===== src/rtl/fcd_pkg.sv =====
`default_nettype none
package fcd_pkg;
   // Command class, taken from command word bits 15:13.
   localparam logic [2:0] CLS_REG_REG   = 3'b000;
   localparam logic [2:0] CLS_EXT_REG   = 3'b010;
   localparam logic [2:0] CLS_TO_EXT    = 3'b011;
   localparam logic [2:0] CLS_CTRL      = 3'b100;
   localparam logic [2:0] CLS_CTRL_RD   = 3'b101;
   localparam logic [2:0] CLS_MULT_A    = 3'b110;
   localparam logic [2:0] CLS_MULT_B    = 3'b111;
   localparam logic [5:0] CONST_LOAD_OP = 6'h17;
   localparam int CLS_HI = 15;
   localparam int CLS_LO = 13;
   localparam int RX_HI  = 12;
   localparam int RX_LO  = 10;
   localparam int RY_HI  = 9;
   localparam int RY_LO  = 7;
   localparam int EXT_HI = 6;
   localparam int DREG_HI = 6;
   localparam int DREG_LO = 4;
   localparam int CTRL_DIR_BIT = 13;
   localparam int MULT_DYN_BIT = 11;
   // Formats shared by source and destination fields.
   localparam logic [2:0] FMT_LONG   = 3'b000;
   localparam logic [2:0] FMT_SINGLE = 3'b001;
   localparam logic [2:0] FMT_EXT    = 3'b010;
   localparam logic [2:0] FMT_PACKED = 3'b011;
   localparam logic [2:0] FMT_WORD   = 3'b100;
   localparam logic [2:0] FMT_DOUBLE = 3'b101;
   localparam logic [2:0] FMT_BYTE   = 3'b110;
   localparam logic [2:0] FMT_PDYN   = 3'b111;
   localparam logic [7:0] UNIMP_VECTOR = 8'h0B;
   localparam logic [3:0] LEN_1  = 4'h1;
   localparam logic [3:0] LEN_2  = 4'h2;
   localparam logic [3:0] LEN_4  = 4'h4;
   localparam logic [3:0] LEN_8  = 4'h8;
   localparam logic [3:0] LEN_12 = 4'hC;
   localparam int FLOAT_CONTROL_REG_ENABLE_HI = 15;
   localparam int FLOAT_CONTROL_REG_ENABLE_LO = 8;
   localparam int BRANCH_UNORDERED_FLAG_ENABLE_BIT = 15;
   typedef enum logic [2:0] {
      PRIM_NULL,
      PRIM_EVAL_XFER,
      PRIM_XFER_HOST_REG,
      PRIM_XFER_MULT,
      PRIM_PRE_EXC,
      PRIM_MID_EXC
   } fcd_prim_t;
   typedef enum logic [1:0] {
      EA_ANY,
      EA_DATA,
      EA_MEMORY,
      EA_CONTROL
   } fcd_ea_t;
   typedef enum logic [2:0] {
      KSRC_NONE,
      KSRC_STATIC,
      KSRC_DYNAMIC,
      KSRC_DONE
   } fcd_ksrc_t;
   // One response primitive sent to the host.
   typedef struct packed {
      fcd_prim_t   prim;
      logic        come_again_bit;
      logic        pass_counter_bit;
      logic        interrupt_allowed_bit;
      logic        alterable;
      fcd_ea_t     ea_class;
      logic [3:0]  length;
      logic        dir_to_host;
      logic [7:0]  vector;
      logic [2:0]  host_reg;
   } fcd_resp_t;
   // Decoded work handed to the datapath.
   typedef struct packed {
      logic [6:0]  opcode;
      logic [2:0]  src_reg;
      logic [2:0]  dst_reg;
      logic [2:0]  fmt;
      logic        const_load;
      logic [6:0]  rom_offset;
      logic [6:0]  k_factor;
      logic [2:0]  ctrl_list;
      logic        direction_bit;
      logic        mult_dynamic;
      logic [7:0]  mult_list;
   } fcd_work_t;
endpackage
`default_nettype wire


===== src/rtl/fcd_decoder.sv =====
`default_nettype none
module fcd_decoder (
   input  wire logic              i_clk,
   input  wire logic              i_rst,
   input  wire logic              i_cmd_valid,
   input  wire logic [15:0]       i_cmd_word,
   output logic                   o_cmd_ready,
   input  wire logic [15:0]       i_float_control_reg,
   input  wire logic [31:0]       i_host_data,
   input  wire logic              i_host_data_valid,
   input  wire logic              i_exec_done,
   input  wire logic              i_exec_exception,
   output fcd_pkg::fcd_resp_t     o_resp,
   output logic                   o_resp_valid,
   input  wire logic              i_resp_ack,
   output fcd_pkg::fcd_work_t     o_work,
   output logic                   o_work_start
);
   import fcd_pkg::*;

   typedef enum logic [2:0] {
      ST_IDLE,
      ST_FIRST,
      ST_KWAIT,
      ST_EXEC,
      ST_STORE,
      ST_LAST
   } fcd_state_t;

   typedef struct packed {
      fcd_state_t  state;
      fcd_resp_t   resp;
      logic        resp_valid;
      fcd_work_t   work;
      logic        work_start;
      logic        skip_first;
      logic        dyn_k;
      logic        to_ext;
   } fcd_regs_t;

   fcd_regs_t regs_ff;
   fcd_regs_t nxt_regs;

   function automatic logic [3:0] fmt_length(input logic [2:0] fmt);
      case (fmt)
         FMT_LONG, FMT_SINGLE: fmt_length = LEN_4;
         FMT_WORD:             fmt_length = LEN_2;
         FMT_BYTE:             fmt_length = LEN_1;
         FMT_DOUBLE:           fmt_length = LEN_8;
         default:              fmt_length = LEN_12;
      endcase
   endfunction

   function automatic fcd_ea_t fmt_class(input logic [2:0] fmt);
      case (fmt)
         FMT_LONG, FMT_SINGLE, FMT_WORD, FMT_BYTE: fmt_class = EA_DATA;
         default:                                  fmt_class = EA_MEMORY;
      endcase
   endfunction

   // Defined arithmetic codes below 7'h40, redundant ones included.
   function automatic logic ext_defined(input logic [6:0] ext);
      ext_defined = ~ext[6];
   endfunction

   // Redundant codes fold onto a neighbouring valid operation.
   function automatic logic [6:0] ext_fold(input logic [6:0] ext);
      case (ext)
         7'h05, 7'h07, 7'h0B, 7'h13, 7'h17, 7'h1B: ext_fold = ext & 7'h7E;
         7'h39:                                 ext_fold = 7'h38;
         default:
         begin
            if (ext >= 7'h29 && ext <= 7'h2F)
               ext_fold = 7'h28;
            else if (ext >= 7'h3B && ext <= 7'h3F)
               ext_fold = 7'h3A;
            else
               ext_fold = ext;
         end
      endcase
   endfunction

   function automatic logic [3:0] ctrl_length(input logic [2:0] list);
      case (list)
         3'b011, 3'b101, 3'b110: ctrl_length = LEN_8;
         3'b111:                 ctrl_length = LEN_12;
         default:                ctrl_length = LEN_4;
      endcase
   endfunction

   function automatic logic ctrl_single(input logic [2:0] list);
      ctrl_single = (list == 3'b001) || (list == 3'b010) || (list == 3'b100) || (list == 3'b000);
   endfunction

   logic        exc_enabled;
   logic [2:0]  cls;
   logic [6:0]  ext;
   logic [2:0]  rx;
   logic [2:0]  ry;
   fcd_resp_t   first;
   fcd_resp_t   store;

   assign exc_enabled = |(i_float_control_reg[FLOAT_CONTROL_REG_ENABLE_HI-1:FLOAT_CONTROL_REG_ENABLE_LO]);
   assign cls = i_cmd_word[CLS_HI:CLS_LO];
   assign ext = i_cmd_word[EXT_HI:0];
   assign rx  = i_cmd_word[RX_HI:RX_LO];
   assign ry  = i_cmd_word[RY_HI:RY_LO];

   always_comb
   begin
      nxt_regs = regs_ff;
      nxt_regs.work_start = 1'b0;
      first = '0;
      store = '0;
      if (regs_ff.resp_valid && i_resp_ack)
         nxt_regs.resp_valid = 1'b0;
      case (regs_ff.state)
         ST_IDLE:
         begin
            if (i_cmd_valid)
            begin
               nxt_regs.work = '0;
               nxt_regs.dyn_k = 1'b0;
               nxt_regs.skip_first = 1'b0;
               nxt_regs.to_ext = (cls == CLS_TO_EXT);
               nxt_regs.work.src_reg = rx;
               nxt_regs.work.dst_reg = ry;
               nxt_regs.work.fmt = rx;
               first.come_again_bit = 1'b1;
               first.pass_counter_bit = exc_enabled;
               case (cls)
                  CLS_REG_REG:
                  begin
                     first.prim = PRIM_NULL;
                     if (!ext_defined(ext))
                     begin
                        first = '0;
                        first.prim = PRIM_PRE_EXC;
                        first.vector = UNIMP_VECTOR;
                     end
                     nxt_regs.work.opcode = ext_fold(ext);
                  end
                  CLS_EXT_REG:
                  begin
                     if (rx == FMT_PDYN)
                     begin
                        // Constant load: no external access, null only when enabled.
                        nxt_regs.work.const_load = 1'b1;
                        nxt_regs.work.rom_offset = ext;
                        first.prim = PRIM_NULL;
                        nxt_regs.skip_first = !exc_enabled;
                     end
                     else if (!ext_defined(ext))
                     begin
                        first.prim = PRIM_PRE_EXC;
                        first.come_again_bit = 1'b0;
                        first.pass_counter_bit = 1'b0;
                        first.vector = UNIMP_VECTOR;
                     end
                     else
                     begin
                        first.prim = PRIM_EVAL_XFER;
                        first.length = fmt_length(rx);
                        first.ea_class = fmt_class(rx);
                        nxt_regs.work.opcode = ext_fold(ext);
                     end
                  end
                  CLS_TO_EXT:
                  begin
                     if (rx == FMT_PDYN)
                     begin
                        first.prim = PRIM_XFER_HOST_REG;
                        first.host_reg = ext[DREG_HI:DREG_LO];
                        nxt_regs.dyn_k = 1'b1;
                     end
                     else
                     begin
                        first.prim = PRIM_NULL;
                        nxt_regs.skip_first = !exc_enabled;
                        if (rx == FMT_PACKED)
                           nxt_regs.work.k_factor = ext;
                     end
                     nxt_regs.work.src_reg = ry;
                     nxt_regs.work.dst_reg = ry;
                  end
                  CLS_CTRL, CLS_CTRL_RD:
                  begin
                     // Low ten bits are ignored rather than trapped.
                     nxt_regs.work.ctrl_list = rx;
                     nxt_regs.work.direction_bit = i_cmd_word[CTRL_DIR_BIT];
                     first.prim = PRIM_EVAL_XFER;
                     first.pass_counter_bit = 1'b0;
                     first.length = ctrl_length(rx);
                     first.dir_to_host = i_cmd_word[CTRL_DIR_BIT];
                     first.alterable = i_cmd_word[CTRL_DIR_BIT];
                     if (ctrl_single(rx))
                        first.ea_class = (rx == 3'b001 || rx == 3'b000) ? EA_ANY : EA_DATA;
                     else
                        first.ea_class = EA_MEMORY;
                  end
                  default:
                  begin
                     nxt_regs.work.direction_bit = i_cmd_word[CTRL_DIR_BIT];
                     nxt_regs.work.mult_dynamic = i_cmd_word[MULT_DYN_BIT];
                     nxt_regs.work.mult_list = i_cmd_word[7:0];
                     if (i_cmd_word[MULT_DYN_BIT])
                     begin
                        first.prim = PRIM_XFER_HOST_REG;
                        first.host_reg = i_cmd_word[DREG_HI:DREG_LO];
                        nxt_regs.dyn_k = 1'b1;
                     end
                     else
                     begin
                        first.prim = PRIM_XFER_MULT;
                        first.dir_to_host = i_cmd_word[CTRL_DIR_BIT];
                        first.ea_class = EA_CONTROL;
                     end
                     first.pass_counter_bit = 1'b0;
                  end
               endcase
               nxt_regs.resp = first;
               nxt_regs.resp_valid = !(nxt_regs.skip_first);
               nxt_regs.state = ST_FIRST;
            end
         end
         ST_FIRST:
         begin
            if (!regs_ff.resp_valid || i_resp_ack)
            begin
               if (regs_ff.resp.prim == PRIM_PRE_EXC)
               begin
                  nxt_regs.state = ST_IDLE;
               end
               else if (regs_ff.dyn_k)
               begin
                  nxt_regs.state = ST_KWAIT;
               end
               else
               begin
                  nxt_regs.work_start = 1'b1;
                  nxt_regs.state = ST_EXEC;
               end
            end
         end
         ST_KWAIT:
         begin
            if (i_host_data_valid)
            begin
               if (regs_ff.work.mult_dynamic)
                  nxt_regs.work.mult_list = i_host_data[7:0];
               else
                  nxt_regs.work.k_factor = i_host_data[6:0];
               nxt_regs.work_start = 1'b1;
               nxt_regs.state = ST_EXEC;
            end
         end
         ST_EXEC:
         begin
            if (i_exec_done)
            begin
               store = '0;
               if (i_exec_exception)
                  store.prim = PRIM_MID_EXC;
               else if (regs_ff.to_ext)
               begin
                  // The converted operand goes out before the closing null, whatever its format.
                  store.prim = PRIM_EVAL_XFER;
                  store.come_again_bit = 1'b1;
                  store.length = fmt_length(regs_ff.work.fmt);
                  store.ea_class = fmt_class(regs_ff.work.fmt);
                  store.alterable = 1'b1;
                  store.dir_to_host = 1'b1;
               end
               else
                  store.prim = PRIM_NULL;
               nxt_regs.resp = store;
               nxt_regs.resp_valid = 1'b1;
               if (i_exec_exception || !regs_ff.to_ext)
                  nxt_regs.state = ST_LAST;
               else
                  nxt_regs.state = ST_STORE;
            end
         end
         ST_STORE:
         begin
            // Once the host has taken the operand, the dialog closes with a plain null.
            if (!regs_ff.resp_valid || i_resp_ack)
            begin
               nxt_regs.resp = '0;
               nxt_regs.resp_valid = 1'b1;
               nxt_regs.state = ST_LAST;
            end
         end
         ST_LAST:
         begin
            if (!regs_ff.resp_valid || i_resp_ack)
               nxt_regs.state = ST_IDLE;
         end
         default:
         begin
            nxt_regs.state = ST_IDLE;
         end
      endcase
   end

   always_ff @(posedge i_clk)
   begin
      if (i_rst)
         regs_ff <= '0;
      else
         regs_ff <= nxt_regs;
   end

   assign o_cmd_ready  = (regs_ff.state == ST_IDLE);
   assign o_resp       = regs_ff.resp;
   assign o_resp_valid = regs_ff.resp_valid;
   assign o_work       = regs_ff.work;
   assign o_work_start = regs_ff.work_start;
endmodule
`default_nettype wire


===== config.mk =====
export PLATFORM = sky130hd
export DESIGN_NAME = fcd_decoder
export DESIGN_NICKNAME = d
export VERILOG_FILES = /design/src/rtl/fcd_pkg.sv /design/src/rtl/fcd_decoder.sv
export SDC_FILE = /design/constraint.sdc
export NUM_CORES = 1
export LEC_CHECK = 0
export BUFFER_PORTS_ARGS = -buffer_cell sky130_fd_sc_hd__buf_2
export CAP_MARGIN = 40
export CELL_PAD_IN_SITES_DETAIL_PLACEMENT = 0
export CELL_PAD_IN_SITES_GLOBAL_PLACEMENT = 1
export CORE_ASPECT_RATIO = 0.7
export CORE_MARGIN = 5
export CORE_UTILIZATION = 32
export CTS_CLUSTER_SIZE = 10
export DETAILED_ROUTE_END_ITERATION = 10
export PLACE_DENSITY_LB_ADDON = 0.1
export SETUP_SLACK_MARGIN = 0.15
export SYNTH_ARGS = -nofsm -noshare
export SYNTH_HDL_FRONTEND = slang
export SYNTH_SLANG_ARGS = --single-unit

===== constraint.sdc =====
create_clock -name i_clk -period 1.5 [get_ports i_clk]
set_input_delay 0 -clock i_clk [delete_from_list [all_inputs] [get_ports i_clk]]
set_output_delay 0 -clock i_clk [all_outputs]
set_load 0.03 [all_outputs]

==> summary.md <==
| Metric | Value |
|---|---|
| Number of nets with antenna violations after detailed routing | `0` |
| Leakage | `2.363 nW` |
| CTS Root Buffer Type | `sky130_fd_sc_hd__clkbuf_16` |
| Total power of the final layout | `roughly 6.3 mW` |
| Count of endpoints failing setup in the final report | `12` |
| Final hold violations | `0` |
| Maximum vdd drop | `~600 µV` |
| FF+latch area | `roughly 0.0014 mm²` |
| Synth cell types | `between 50 and 60` |
| Worst path required time | `1.77 ns` |
| Layout cells sized above 1 | `0.5469` |
| Core Area | `~0.012 mm²` |
| Unrepaired setup endpoints after global routing | `yes` |
| Type of destination of the critical path | `flip-flop` |
| Total wirelength of the detailed-routed design | `~13 mm` |
| Number of filler cells placed in the layout | `1172` |
| Clock latency on the worst-skew pair | `around 0.34 ns` |
| Setup TNS after final layout | `-0.3331 ns` |
| Number of I/O port buffers | `103` |
| Number of max-cap violations | `0` |
| Crit share post-route | `1.049` |
| Sequential share of the synthesized area | `0.3584` |
| Number of antenna violations at the first check in global routing | `1` |
| Final RePlAce weighted congestion | `between 0.8 and 0.9` |
| Post-synthesis cell area | `between 0.003 and 0.004 mm²` |
| Count of H-tree levels built during CTS | `3` |
| Violations in the final reports | `negative setup slack` |
| Vias in the first global route | `~3500` |
| Hold Worst Slack | `0.01231 ns` |
| Violation count after the first detailed-routing iteration | `between 200 and 300` |
| Clock Tree Buf Depth | `2` |
| Category of the worst setup path launch point | `flip-flop` |
| Vias after detailed routing | `approximately 3700` |
| Area growth syn-to-layout | `47.76%` |
| Per-cell via count in the routed design | `~5` |
| Share of the synthesized area in the top cell type | `0.3584` |
| Highest-delay cell along the critical path | `sky130_fd_sc_hd__or4b_4` |
| Total global routing track utilization | `0.1756` |
| Post-synthesis cell count | `about 470` |
| Cell taking the most area after synthesis | `sky130_fd_sc_hd__dfxtp_1` |
| Starting density of the core | `0.3262` |
| Row count | `33` |
| Summed area of non-filler cells in the final layout | `between 0.005 and 0.006 mm²` |
| CTS tree | `built` |
| Wire length of the first global-routing pass | `around 20 mm` |
| Final-stage net count | `between 600 and 700` |
| Setup Skew | `roughly 0.0046 ns` |
| Remaining global-route overflow | `0` |
| Launch instance of the worst min-delay path | `i_host_data[7]` |
| Largest fanout on the critical path | `6` |
| Syn avg cell area | `8.169 µm²` |
| Number of iterations in the first detailed-routing pass | `4` |
| Result of the run | `finished, violations left` |
| Width of the die | `roughly 140 µm` |
| Number of clock buffers inserted by TritonCTS | `9` |
| Async set-reset flop share out of synthesis | `0` |
| Wire length per cell | `~18 µm` |
| Area of the die | `0.01418 mm²` |
| Critical path startpoint | `regs_ff[75]` |
| Detailed placement HPWL | `8.997 mm` |
| Synth Register Bits | `68` |
| Count of final max-slew check failures | `0` |
| Number of sinks driven by the clock tree | `between 60 and 70` |
| Final worst-path setup slack | `-0.07337 ns` |
| Arrival time at the worst endpoint | `1.84 ns` |
| Max Fclk | `about 640 MHz` |
| Final Core Density | `0.4821` |
| Area of combinational cells with multiple inputs | `between 0.002 and 0.0025 mm²` |
| Placed cell area | `~0.0044 mm²` |
| Most common flop cell mapped by yosys | `sky130_fd_sc_hd__dfxtp_1` |
| Worst reg2reg startpoint | `regs_ff[75]` |
| Number of top-level pins | `143` |
| Power density of the placed cells | `between 1000 and 1500 mW/mm²` |
| Number of antenna cells inserted | `0` |
| Period minus WS final | `~1.6 ns` |
| Clock-pin slew reported for the worst setup and hold paths after clock tree synthesis | `approximately 0.060 ns` |
| Worst hold-check path type | `in -> reg` |
| Die Height | `roughly 100 µm` |
| Pin count of the biggest net entering global routing | `30` |
| Ordered cell list for the critical path | `buf_6 > or4b_4 > o221a_4 > a2bb2oi_2 > nor2_1` |
| Drt drc | `0` |
| Area contributors post-synth | `sky130_fd_sc_hd__dfxtp_1 (36%), sky130_fd_sc_hd__buf_4 (14%), sky130_fd_sc_hd__nor2_1 (5.2%)` |
| Count of synthesis-stage warnings from yosys | `0` |
| Delay contributed by the slowest stage of the critical path | `approximately 0.52 ns` |
| Number of flops mapped to enable cells by yosys | `0` |
| Crit Path Category | `reg -> reg` |
synthesized netlist by cell type, types with 2 or more instances:
cell	number
sky130_fd_sc_hd__buf_4	72
sky130_fd_sc_hd__dfxtp_1	68
sky130_fd_sc_hd__nor2_1	53
sky130_fd_sc_hd__nand2_1	40
sky130_fd_sc_hd__a21oi_1	38
sky130_fd_sc_hd__a22oi_1	19
sky130_fd_sc_hd__clkbuf_1	18
sky130_fd_sc_hd__nor3_1	16
sky130_fd_sc_hd__a211oi_1	11
sky130_fd_sc_hd__o21ai_0	11
sky130_fd_sc_hd__a221oi_1	10
sky130_fd_sc_hd__buf_2	10
sky130_fd_sc_hd__nand3_1	9
sky130_fd_sc_hd__inv_1	8
sky130_fd_sc_hd__mux2i_1	6
sky130_fd_sc_hd__nand3b_1	5
sky130_fd_sc_hd__nor3b_1	5
sky130_fd_sc_hd__nand4_1	4
sky130_fd_sc_hd__nor2b_1	4
sky130_fd_sc_hd__a22o_1	3
sky130_fd_sc_hd__a31oi_1	3
sky130_fd_sc_hd__and3_1	3
sky130_fd_sc_hd__nand2b_1	3
sky130_fd_sc_hd__nor2_2	3
sky130_fd_sc_hd__nor4b_4	3
sky130_fd_sc_hd__o21a_1	3
sky130_fd_sc_hd__a211oi_2	2
sky130_fd_sc_hd__a21boi_0	2
sky130_fd_sc_hd__a2bb2oi_1	2
sky130_fd_sc_hd__a32oi_1	2
sky130_fd_sc_hd__and2_4	2
sky130_fd_sc_hd__ha_1	2
sky130_fd_sc_hd__nor4_1	2
sky130_fd_sc_hd__o31ai_1	2
registers in the layout, indices dropped and copies added, names as in the netlist:
signal / cells
o_work: 44
regs_ff: 5
o_resp_valid: 1
o_work_start: 1
o_resp: 17
per-layer routing:
layer / share of wire / vias up / track usage
met3: 0.061 / 8 / 0.05663
met1: 0.52 / 1771 / 0.2643
met2: 0.42 / 93 / 0.2467
met5: 0.00053 / - / 0
met4: 0.0063 / 2 / 0.02904
li1: - / 1793 / -
final timing paths:
path	to	slack [ns]	depth (start not counted)
worst max register to register	regs_ff[74]	-0.07	5
worst min register to register	o_work[38]	0.45	2
worst max-delay path	regs_ff[74]	-0.07	5
worst min-delay path	o_work[7]	0.01	3
what timing repair did:
action,4_1_cts,5_1_grt
hold endpoints to repair,6,0
gates resized for setup,68,61
pin swaps,22,32
setup buffers,12,8
hold buffers,5,0
setup endpoints to repair,67,68
cloned,3,2
worst max-delay path: cells and delay by family (launching register included):
family                 cells  cell delay [ns]
and+or+nand+nor            2             0.60
buffers and inverters      1             0.13
DFF                        1             0.37
AOI/OAI and AO/OA          2             0.40
power by group:
group	switching, mW	internal, mW
Clock	0.845	1.33
Combinational	1.17	0.882
Sequential	0.113	1.95
Total	2.13	4.16
kinds of logic after synthesis:
| family | share of synthesized area |
|---|---|
| AO/OA/AOI/OAI | 0.2098 |
| XOR/XNOR | 0.002306 |
| buffers and inverters | 0.1841 |
| flip-flops | 0.3584 |
| adder cells (fa/ha/maj) | 0.006587 |
| multiplexers | 0.02174 |
| other | 0.0009872 |
| AND/OR/NAND/NOR | 0.2161 |
layout by cell type (no fill, tap or decap), drive strengths merged, types with 9 or more instances in the layout:
| cell type | instances |
|---|---|
| buf | 181 |
| dfxtp | 68 |
| nor2 | 56 |
| nand2 | 41 |
| a21oi | 38 |
| a22oi | 19 |
| nor3 | 17 |
| a211oi | 13 |
| clkbuf | 12 |
| o21ai | 12 |
| a221oi | 10 |
| nand3 | 10 |
| inv | 9 |
through the flow:
stage,std cells,setup slack [ns]
2_1_floorplan,470,-0.006236
4_1_cts,723,-0.04097
5_1_grt,733,-0.1633
3_3_place_gp,687,-0.09369
6_report,733,-0.07337
3_5_place_dp,687,-0.1117
final cells by class:
cell class	count	area share
Inverter	8	0.005350
Clock inverter	6	0.01115
Multi-Input combinational cell	295	0.4180
Tap cell	157	0.03500
Sequential cell	68	0.2452
Timing Repair Buffer	189	0.2428
Clock buffer	10	0.04258
Note: power is estimated with default switching activity, not from simulation.
